`src/hw/cpms_pkg.sv`:
```
package cpms_pkg;
  localparam int CPMS_SYNC_STAGES = 2;
  localparam int CPMS_ADDR_BITS = 3;
  localparam int CPMS_ADDR_BIT0_POS = 0;
  localparam int CPMS_ADDR_BIT1_POS = 1;
  localparam int CPMS_ADDR_BIT2_POS = 2;
  localparam logic CPMS_RST_SW_MODE = 1'b0;
  localparam logic CPMS_RST_SPI_MODE = 1'b0;
  localparam logic [2:0] CPMS_RST_ADDR = 3'h0;
  localparam logic CPMS_RST_PIN_LEVEL = 1'b1;
  localparam logic CPMS_RST_CS_LEVEL = 1'b1;
  localparam logic CPMS_RST_CLK_LEVEL = 1'b1;
  localparam logic CPMS_RST_DATA_LEVEL = 1'b1;

  typedef enum logic [1:0] {
    CPMS_ST_RESET,
    CPMS_ST_STRAP,
    CPMS_ST_RUN
  } cpms_state_e;
endpackage : cpms_pkg

```
`src/hw/cpms_sync.sv`:
```
`timescale 1ns/1ps
`default_nettype none
module cpms_sync
  import cpms_pkg::*;
#(
  parameter int WIDTH = 1,
  parameter logic [WIDTH-1:0] RESET_VAL = '1
) (
  input wire logic i_core_clk,
  input wire logic i_rst_b,
  input wire logic [WIDTH-1:0] i_async,
  output logic [WIDTH-1:0] o_sync
);
  typedef struct packed {
    logic [WIDTH-1:0] meta;
    logic [WIDTH-1:0] sync;
  } cpms_sync_s;

  cpms_sync_s st_q;
  cpms_sync_s st_d;

  // First stage feeds only the second stage
  always_comb begin
    st_d.meta = i_async;
    st_d.sync = st_q.meta;
  end

  always_ff @(posedge i_core_clk) begin
    if (!i_rst_b) begin
      st_q.meta <= RESET_VAL;
      st_q.sync <= RESET_VAL;
    end else begin
      st_q <= st_d;
    end
  end

  assign o_sync = st_q.sync;
endmodule : cpms_sync
`default_nettype wire

```
`src/hw/cpms_top.sv`:
```
// Summary of operation
// - Pulled-up audio output pin selects software mode
// - Two-wire data line is open-drain, never driven high
// - Four-wire read data leaves on serial read line
// - Host clock edges shift bits in and out
// - Select-pin falling edge enters four-wire mode permanently
// - Two-wire mode uses address pins as address
// - Four-wire traffic ignored while select is high
// - Four-wire write data enters on address-one pin
// - Reset low holds everything at reset, low power
`timescale 1ns/1ps
`default_nettype none
module cpms_top
  import cpms_pkg::*;
(
  input wire logic i_core_clk,
  input wire logic i_rst_b,
  input wire logic i_serial_audio_out_pin,
  input wire logic i_slave_addr_bit_zero,
  input wire logic i_slave_addr_bit_one,
  input wire logic i_slave_addr_bit_two,
  input wire logic i_ctrl_shift_clock,
  input wire logic i_ctrl_data_in,
  input wire logic i_core_read_bit,
  input wire logic i_core_sda_pull_low,
  output logic o_ctrl_data_out,
  output logic o_ctrl_data_oe_b,
  output logic o_sw_mode,
  output logic o_spi_mode,
  output logic [CPMS_ADDR_BITS-1:0] o_slave_addr,
  output logic o_port_enable,
  output logic o_shift_in_pulse,
  output logic o_shift_out_pulse,
  output logic o_serial_write_bit,
  output logic o_low_power
);
  typedef struct packed {
    cpms_state_e state;
    logic [1:0] settle;
    logic sw_mode;
    logic spi_mode;
    logic [CPMS_ADDR_BITS-1:0] addr;
    logic cs_prev;
    logic clk_prev;
    logic port_en;
    logic shift_in;
    logic shift_out;
    logic write_bit;
    logic data_out;
    logic data_oe_b;
    logic low_power;
  } cpms_top_s;

  cpms_top_s st_q;
  cpms_top_s st_d;
  logic [4:0] pins_s;
  logic serial_audio_out_pin_s;
  logic cs_s;
  logic din_s;
  logic a2_s;
  logic clk_s;
  logic clk_rise;
  logic clk_fall;
  logic cs_fall;

  // The sync module is fixed at two flops and the strap wait counts on
  // that depth; the address width is fixed by the three strap pins
  if (CPMS_SYNC_STAGES != 2) begin : g_bad_sync_depth
    $error("synchroniser depth must be two");
  end
  if (CPMS_ADDR_BITS != 3) begin : g_bad_addr_width
    $error("strap address must be three bits wide");
  end

  // Both edge finders compare against the registered copy, so a pin
  // that sits still never yields a pulse however long it stays
  function automatic logic f_rose(input logic prev, input logic now);
    return !prev && now;
  endfunction : f_rose

  function automatic logic f_fell(input logic prev, input logic now);
    return prev && !now;
  endfunction : f_fell

  // The five strap, select and clock pins are foreign to the core clock, so all pass two flops
  cpms_sync #(
    .WIDTH(5),
    .RESET_VAL({
      CPMS_RST_PIN_LEVEL,
      CPMS_RST_CS_LEVEL,
      CPMS_RST_DATA_LEVEL,
      CPMS_RST_PIN_LEVEL,
      CPMS_RST_CLK_LEVEL
    })
  ) u_sync (
    .i_core_clk(i_core_clk),
    .i_rst_b(i_rst_b),
    .i_async({
      i_serial_audio_out_pin,
      i_slave_addr_bit_zero,
      i_slave_addr_bit_one,
      i_slave_addr_bit_two,
      i_ctrl_shift_clock
    }),
    .o_sync(pins_s)
  );

  assign serial_audio_out_pin_s = pins_s[4];
  assign cs_s = pins_s[3];
  assign din_s = pins_s[2];
  assign a2_s = pins_s[1];
  assign clk_s = pins_s[0];

  assign clk_rise = f_rose(st_q.clk_prev, clk_s);
  assign clk_fall = f_fell(st_q.clk_prev, clk_s);
  assign cs_fall = f_fell(st_q.cs_prev, cs_s);

  always_comb begin
    st_d = st_q;
    st_d.shift_in = 1'b0;
    st_d.shift_out = 1'b0;
    // Low power is only shown while reset is held
    st_d.low_power = 1'b0;
    st_d.cs_prev = cs_s;
    st_d.clk_prev = clk_s;
    case (st_q.state)
      CPMS_ST_RESET: begin
        // Waits for the synchronisers to carry real pin levels, since
        // latching their reset value would fake a strap and a select edge
        if (st_q.settle == 2'(CPMS_SYNC_STAGES - 1)) begin
          st_d.state = CPMS_ST_STRAP;
        end else begin
          st_d.settle = st_q.settle + 2'h1;
        end
      end
      CPMS_ST_STRAP: begin
        // Read once; later activity on these pins is traffic, not strapping
        st_d.sw_mode = serial_audio_out_pin_s;
        st_d.addr[CPMS_ADDR_BIT0_POS] = cs_s;
        st_d.addr[CPMS_ADDR_BIT1_POS] = din_s;
        st_d.addr[CPMS_ADDR_BIT2_POS] = a2_s;
        st_d.state = CPMS_ST_RUN;
      end
      CPMS_ST_RUN: begin
        if (st_q.sw_mode) begin
          // Sticky: only reset leaves four-wire mode
          if (cs_fall) begin
            st_d.spi_mode = 1'b1;
          end
          if (st_d.spi_mode) begin
            // In four-wire mode the select pin gates the port
            st_d.port_en = !cs_s;
          end else begin
            st_d.port_en = 1'b1;
          end
          if (st_d.port_en) begin
            st_d.shift_in = clk_rise;
            st_d.shift_out = clk_fall;
          end
          if (st_d.spi_mode) begin
            if (clk_rise && st_d.port_en) begin
              st_d.write_bit = din_s;
            end
            st_d.data_out = i_core_read_bit;
            st_d.data_oe_b = !st_d.port_en;
          end else begin
            // Two-wire data arrives already synchronised by the pad logic
            st_d.write_bit = i_ctrl_data_in;
            // Only ever pulls low; the board pull-up supplies the high
            st_d.data_out = 1'b0;
            st_d.data_oe_b = !i_core_sda_pull_low;
          end
        end else begin
          // Hardware mode: the port stays off and the data pin is released
          st_d.port_en = 1'b0;
          st_d.data_oe_b = 1'b1;
        end
      end
      default: begin
        st_d.state = CPMS_ST_RESET;
      end
    endcase
  end

  always_ff @(posedge i_core_clk) begin
    if (!i_rst_b) begin
      st_q.state <= CPMS_ST_RESET;
      st_q.settle <= 2'h0;
      st_q.sw_mode <= CPMS_RST_SW_MODE;
      st_q.spi_mode <= CPMS_RST_SPI_MODE;
      st_q.addr <= CPMS_RST_ADDR;
      st_q.cs_prev <= CPMS_RST_CS_LEVEL;
      st_q.clk_prev <= CPMS_RST_CLK_LEVEL;
      st_q.port_en <= 1'b0;
      st_q.shift_in <= 1'b0;
      st_q.shift_out <= 1'b0;
      st_q.write_bit <= 1'b0;
      st_q.data_out <= 1'b0;
      st_q.data_oe_b <= 1'b1;
      st_q.low_power <= 1'b1;
    end else begin
      st_q <= st_d;
    end
  end

  assign o_ctrl_data_out = st_q.data_out;
  assign o_ctrl_data_oe_b = st_q.data_oe_b;
  assign o_sw_mode = st_q.sw_mode;
  assign o_spi_mode = st_q.spi_mode;
  assign o_slave_addr = st_q.addr;
  assign o_port_enable = st_q.port_en;
  assign o_shift_in_pulse = st_q.shift_in;
  assign o_shift_out_pulse = st_q.shift_out;
  assign o_serial_write_bit = st_q.write_bit;
  assign o_low_power = st_q.low_power;
endmodule : cpms_top
`default_nettype wire

```
`config.mk`:
```
export PLATFORM = sky130hd
export DESIGN_NAME = cpms_top
export DESIGN_NICKNAME = d
export VERILOG_FILES = /design/src/hw/cpms_pkg.sv /design/src/hw/cpms_sync.sv /design/src/hw/cpms_top.sv
export SDC_FILE = /design/constraint.sdc
export NUM_CORES = 1
export LEC_CHECK = 0
export ABC_CLOCK_PERIOD_IN_PS = 2400
export BUFFER_PORTS_ARGS = -buffer_cell sky130_fd_sc_hd__buf_2
export CORE_MARGIN = 2
export CORE_UTILIZATION = 40
export CTS_CLUSTER_DIAMETER = 50
export DETAILED_ROUTE_END_ITERATION = 12
export PLACE_DENSITY = 0.65
export SYNTH_ARGS = -nofsm -noshare
export SYNTH_HDL_FRONTEND = slang
export SYNTH_SLANG_ARGS = --single-unit
```
`constraint.sdc`:
```
create_clock -name i_core_clk -period 2.4 [get_ports i_core_clk]
set_clock_uncertainty 0.1 [all_clocks]
set_input_delay 0.48 -clock i_core_clk [delete_from_list [all_inputs] [get_ports i_core_clk]]
set_output_delay 0.48 -clock i_core_clk [all_outputs]
set_load 0.05 [all_outputs]
```
# Word-level counts from Yosys, hierarchy flattened
# Index checks and enable logic that the tools add are counted.
[op_classes]
n_addsub = 1
n_bitwise = 2
n_reduce_logical = 15
n_eq_ne = 5
muxes = 13
[op_table]
columns = ["op", "n"]
rows = [
  ["$mux 1", 10],
  ["$pmux 2 s3", 1],
  ["$reduce_and 2->1", 3],
  ["$logic_not 1->1", 5],
  ["$eq 2x1->1 const B", 2],
  ["$logic_and 1x1->1", 4],
  ["$ne 2x2->1 const B", 2],
  ["$reduce_and 4->1", 1],
  ["$mux 3", 1],
  ["$reduce_and 3->1", 1],
  ["$add 2x1->2 const B", 1],
  ["$eq 2x2->1 const B", 1],
  ["$logic_not 2->1", 1],
  ["$mux 2", 1],
  ["$not 1->1", 2],
]
[word_totals]
inputBits = 10
elab_cells = 52
out_inout_bits = 12
register_bits = 28

# Longest topological paths before layout
[logic_depth]
word_depth = 12
mapped_depth = 5
mapped_depth_nobuf = 5

# Modules after synthesis
# Synthesis repeated with hierarchy kept, for this count alone.
[hier_totals]
cells_unflattened = 89
hier_area_um2 = 953.4
[by_module_without_submodules]
columns = ["module", "instances", "area_each_um2", "cells_each", "seq_area_each_um2"]
rows = [
  ["cpms_top", 1, 690.7, 69, 360.3],
  ["cpms_sync", 1, 262.8, 20, 200.2],
]

# Worst setup path before layout
# No wires, ideal clock.
[synth_timing]
path_type = "reg-to-reg"
startpoint = "register st_q (netlist bit o_sw_mode)"
endpoint = "register st_q (netlist bit o_serial_write_bit)"
n_path_buf = 0
arrival_ns = 1.283
setup_ns = 0.091
setup_slack_ns = 0.926
t_required_ns = 2.209
period_less_slack_ns = 1.474
path_stages_with_launch = 5
path_cell_list = "dfxtp_1 -> nand3b_4 -> a21oi_4 -> a21oi_2 -> a311oi_1"
[synth_via]
elab_chain_cells = 1
[synth_rtl]
columns = ["element", "line_no", "source"]
rows = [
  ["from (decl)", "cpms_top.sv:54", "cpms_top_s st_q;"],
  ["from (signal assigned)", "cpms_top.sv:202", "st_q <= st_d;"],
  ["$reduce_and 3->1 (no source line)", "--", ""],
]
# No other way between the ends.
# A chain may end at the register's enable or synchronous reset.

# Worst setup path in the final report
[layout_timing]
startpoint = "register st_q (netlist bit o_sw_mode)"
endpoint = "output port o_sw_mode"
[layout_lines]
columns = ["element", "line_no", "source"]
rows = [
  ["to (decl)", "cpms_top.sv:28", "output logic o_sw_mode,"],
]
# No word-level cell between the ends.

==> flow_summary.ini <==
[synthesis]
synth.area.top_cells = dfxtp_1 (58%), nand2b_1 (9.0%), mux2i_1 (5.2%), a21oi_1 (3.1%), nor2_1 (2.7%)
synth_edf_count = 0
synth_cells = 91
netlist_area_um2 = 968
yosysTopAreaCellShare_pct = 57.9
synth_seq_cells = 28
synthFlopType = dfxtp_1
async_flop_share_pct = 0
yosysTopAreaCell = dfxtp_1
syn_nets = 102
ys_warn_count = 0
syn_area_per_cell_um2 = 10.6
ys_seq_area_share_pct = 57.9
synth_cell_types = 25

[floorplan]
die_x_um = 53.2
coreArea_um2 = 2250
ios = 22
initial_core_util_pct = 43.0
rows = 17
chipHeight_um = 53.2
die_area_um2 = 2830

[clock_network]
cts_hold_buf = 0
clock-root-buffer = clkbuf_4
cts_max_path_buffers = 2
cts_tree = built
cts_buffers = 3
clock-sinks = 28
post_cts_resized = 0
cts_max_level = 1
clkLatencyLatePin_ps = 310
cts.clk_slew.worst_paths_ps = 140
post_cts_buffers = 0

[routing]
drtPass1Iterations = 4
vias = 633
ant_nets = 0
drc = 0
wire_per_inst_um = 11.1
viasPerCell = 4.59
wl_mm = 1.54
drtIter0Drc = 11

[timing]
finalHoldViolCount = 0
fmax_ghz = 0.621
setup_viol = 0
rsz0062_at_grt = no
fin_tns_setup_ps = 0
finalCriticalPeriod_ps = 1610
period_share_pct = 67.1
worst_pin_slew_ps = 305
slew_viol_final = 0
relSlewSlack_pct = 79.6

[power]
total_power_mw = 0.983
leakagePower_nw = 0.531
peakVddDrop_mv = 0.359
power_density_nw_per_um2 = 886

[placement]
portBuffers = 21
gp_congestion = 0.748
hpwlAfterDp_mm = 1.17

[grt]
grt_start_max_net_pins = 19
antenna_found_initial = 0
grt_overflow = 0
grtUsageTotal_pct = 13.4
grt_pass1_vias = 646
grt_pass1_wl_mm = 2.66

[cells_and_area]
area.growth.synth_to_final_pct = 14.6
drive_above_1_share_pct = 27.3
multi_input_area_um2 = 358
final_common_cell = dfxtp_1
antenna_cells = 0
mostFrequentLayoutCells = dfxtp_1 (28), buf_2 (21), nand2b_1 (14)
fillers = 233
seqCellArea_um2 = 561
nets = 122

[critical_path]
worst_setup_path_start_kind = flop
rrSetupSlack_ps = 1010
critPathMaxFanout = 3
critPathArrivalTime_ps = 1030
crit_start = o_sw_mode$_SDFFE_PN0N_
cp_slowest_stage_delay_ps = 430
cp.required_ps = 1820
critPathKind = flop to output port
worst_path_max_delay_cell = dfxtp_1
worst_setup_path_end_kind = output port
critical_path_buf_inv_count = 1
path_delay_family = flip-flops
crit-reg2reg-launch = st_q[17]$_SDFFE_PN0P_
path_cells = buf_2

[run]
drv_cap = 0

[worst_hold_path]
hold_start = i_slave_addr_bit_two
hp-class = input port to flop

[run_status]
status = complete, no violations
==> state kept, by name (all words and copies together), names as in the netlist <==
register            count
st_q                    6
u_sync.o_sync           5
u_sync.st_d             5
o_slave_addr            3
o_ctrl_data_oe_b        1
o_ctrl_data_out         1
o_low_power             1
o_port_enable           1
o_serial_write_bit      1
o_shift_in_pulse        1
o_shift_out_pulse       1
o_spi_mode              1
o_sw_mode               1
==> final cells by class <==
class                           count  area share, %
Sequential cell                    28           50.5
Clock buffer                        4           3.27
Tap cell                           28           3.16
Multi-Input combinational cell     53           32.2
Timing Repair Buffer               21           9.47
Inverter                            4           1.35
==> where the power goes <==
part           internal (mW)  total (mW)  switching, mW  leakage [nW]
registers              0.511       0.548         0.0367         0.230
clock network         0.0926       0.219          0.127        0.0210
logic                 0.0829       0.216          0.133         0.280
==> kinds of logic (layout without fill, tap and decap cells) <==
logic type / count (synthesis) / count (layout) / synth area share [%]
buf+inv: 10 / 29 / 5.17
compound gates: 13 / 13 / 9.43
fa+ha+maj: 1 / 1 / 1.29
flops: 28 / 28 / 57.9
xor+xnor: 1 / 1 / 0.905
simple gates: 33 / 33 / 20.2
mux: 5 / 5 / 5.17
==> synthesized netlist by cell type, types with 2 or more instances <==
cell and count:
buf_4 3, nand2b_1 14, mux2i_1 5, nor2_1 7
dfxtp_1 28, clkbuf_1 2, nand2_1 6, inv_1 4
a21oi_1 6
==> stage by stage <==
step                instance area, um^2  cells  hold WS (ps)  utilization (%)  setup slack (ps)
floorplan                           968     91           286                -               926
global placement                   1070    134           289             47.6              1010
detailed placement                 1070    134           297             47.6               956
CTS                                1110    138           222             49.2               772
global route                       1110    138           223             49.2               704
finish                             1110    138           230             49.2               789
==> layer usage <==
metal / part of all wire, % / routed length (um) / track usage, % / vias to the layer above
met5: 0 / 0 / 0 / -
met4: 1.0 / 16 / 6.41 / 0
met3: 5.5 / 84 / 3.39 / 2
met2: 46 / 706 / 22.2 / 22
met1: 47 / 729 / 15.8 / 275
li1: - / - / - / 334
==> path summary, 6_finish.rpt <==
kind	endpoint	depth (start not counted)
worst max-delay path	o_sw_mode	1
worst max register to register	o_serial_write_bit$_SDFFE_PN0P_	4
worst min-delay path	u_sync.st_d[1]$_SDFF_PN1_	2
worst min register to register	u_sync.o_sync[4]$_SDFF_PN1_	1
Power figures use the tool's default switching activity.
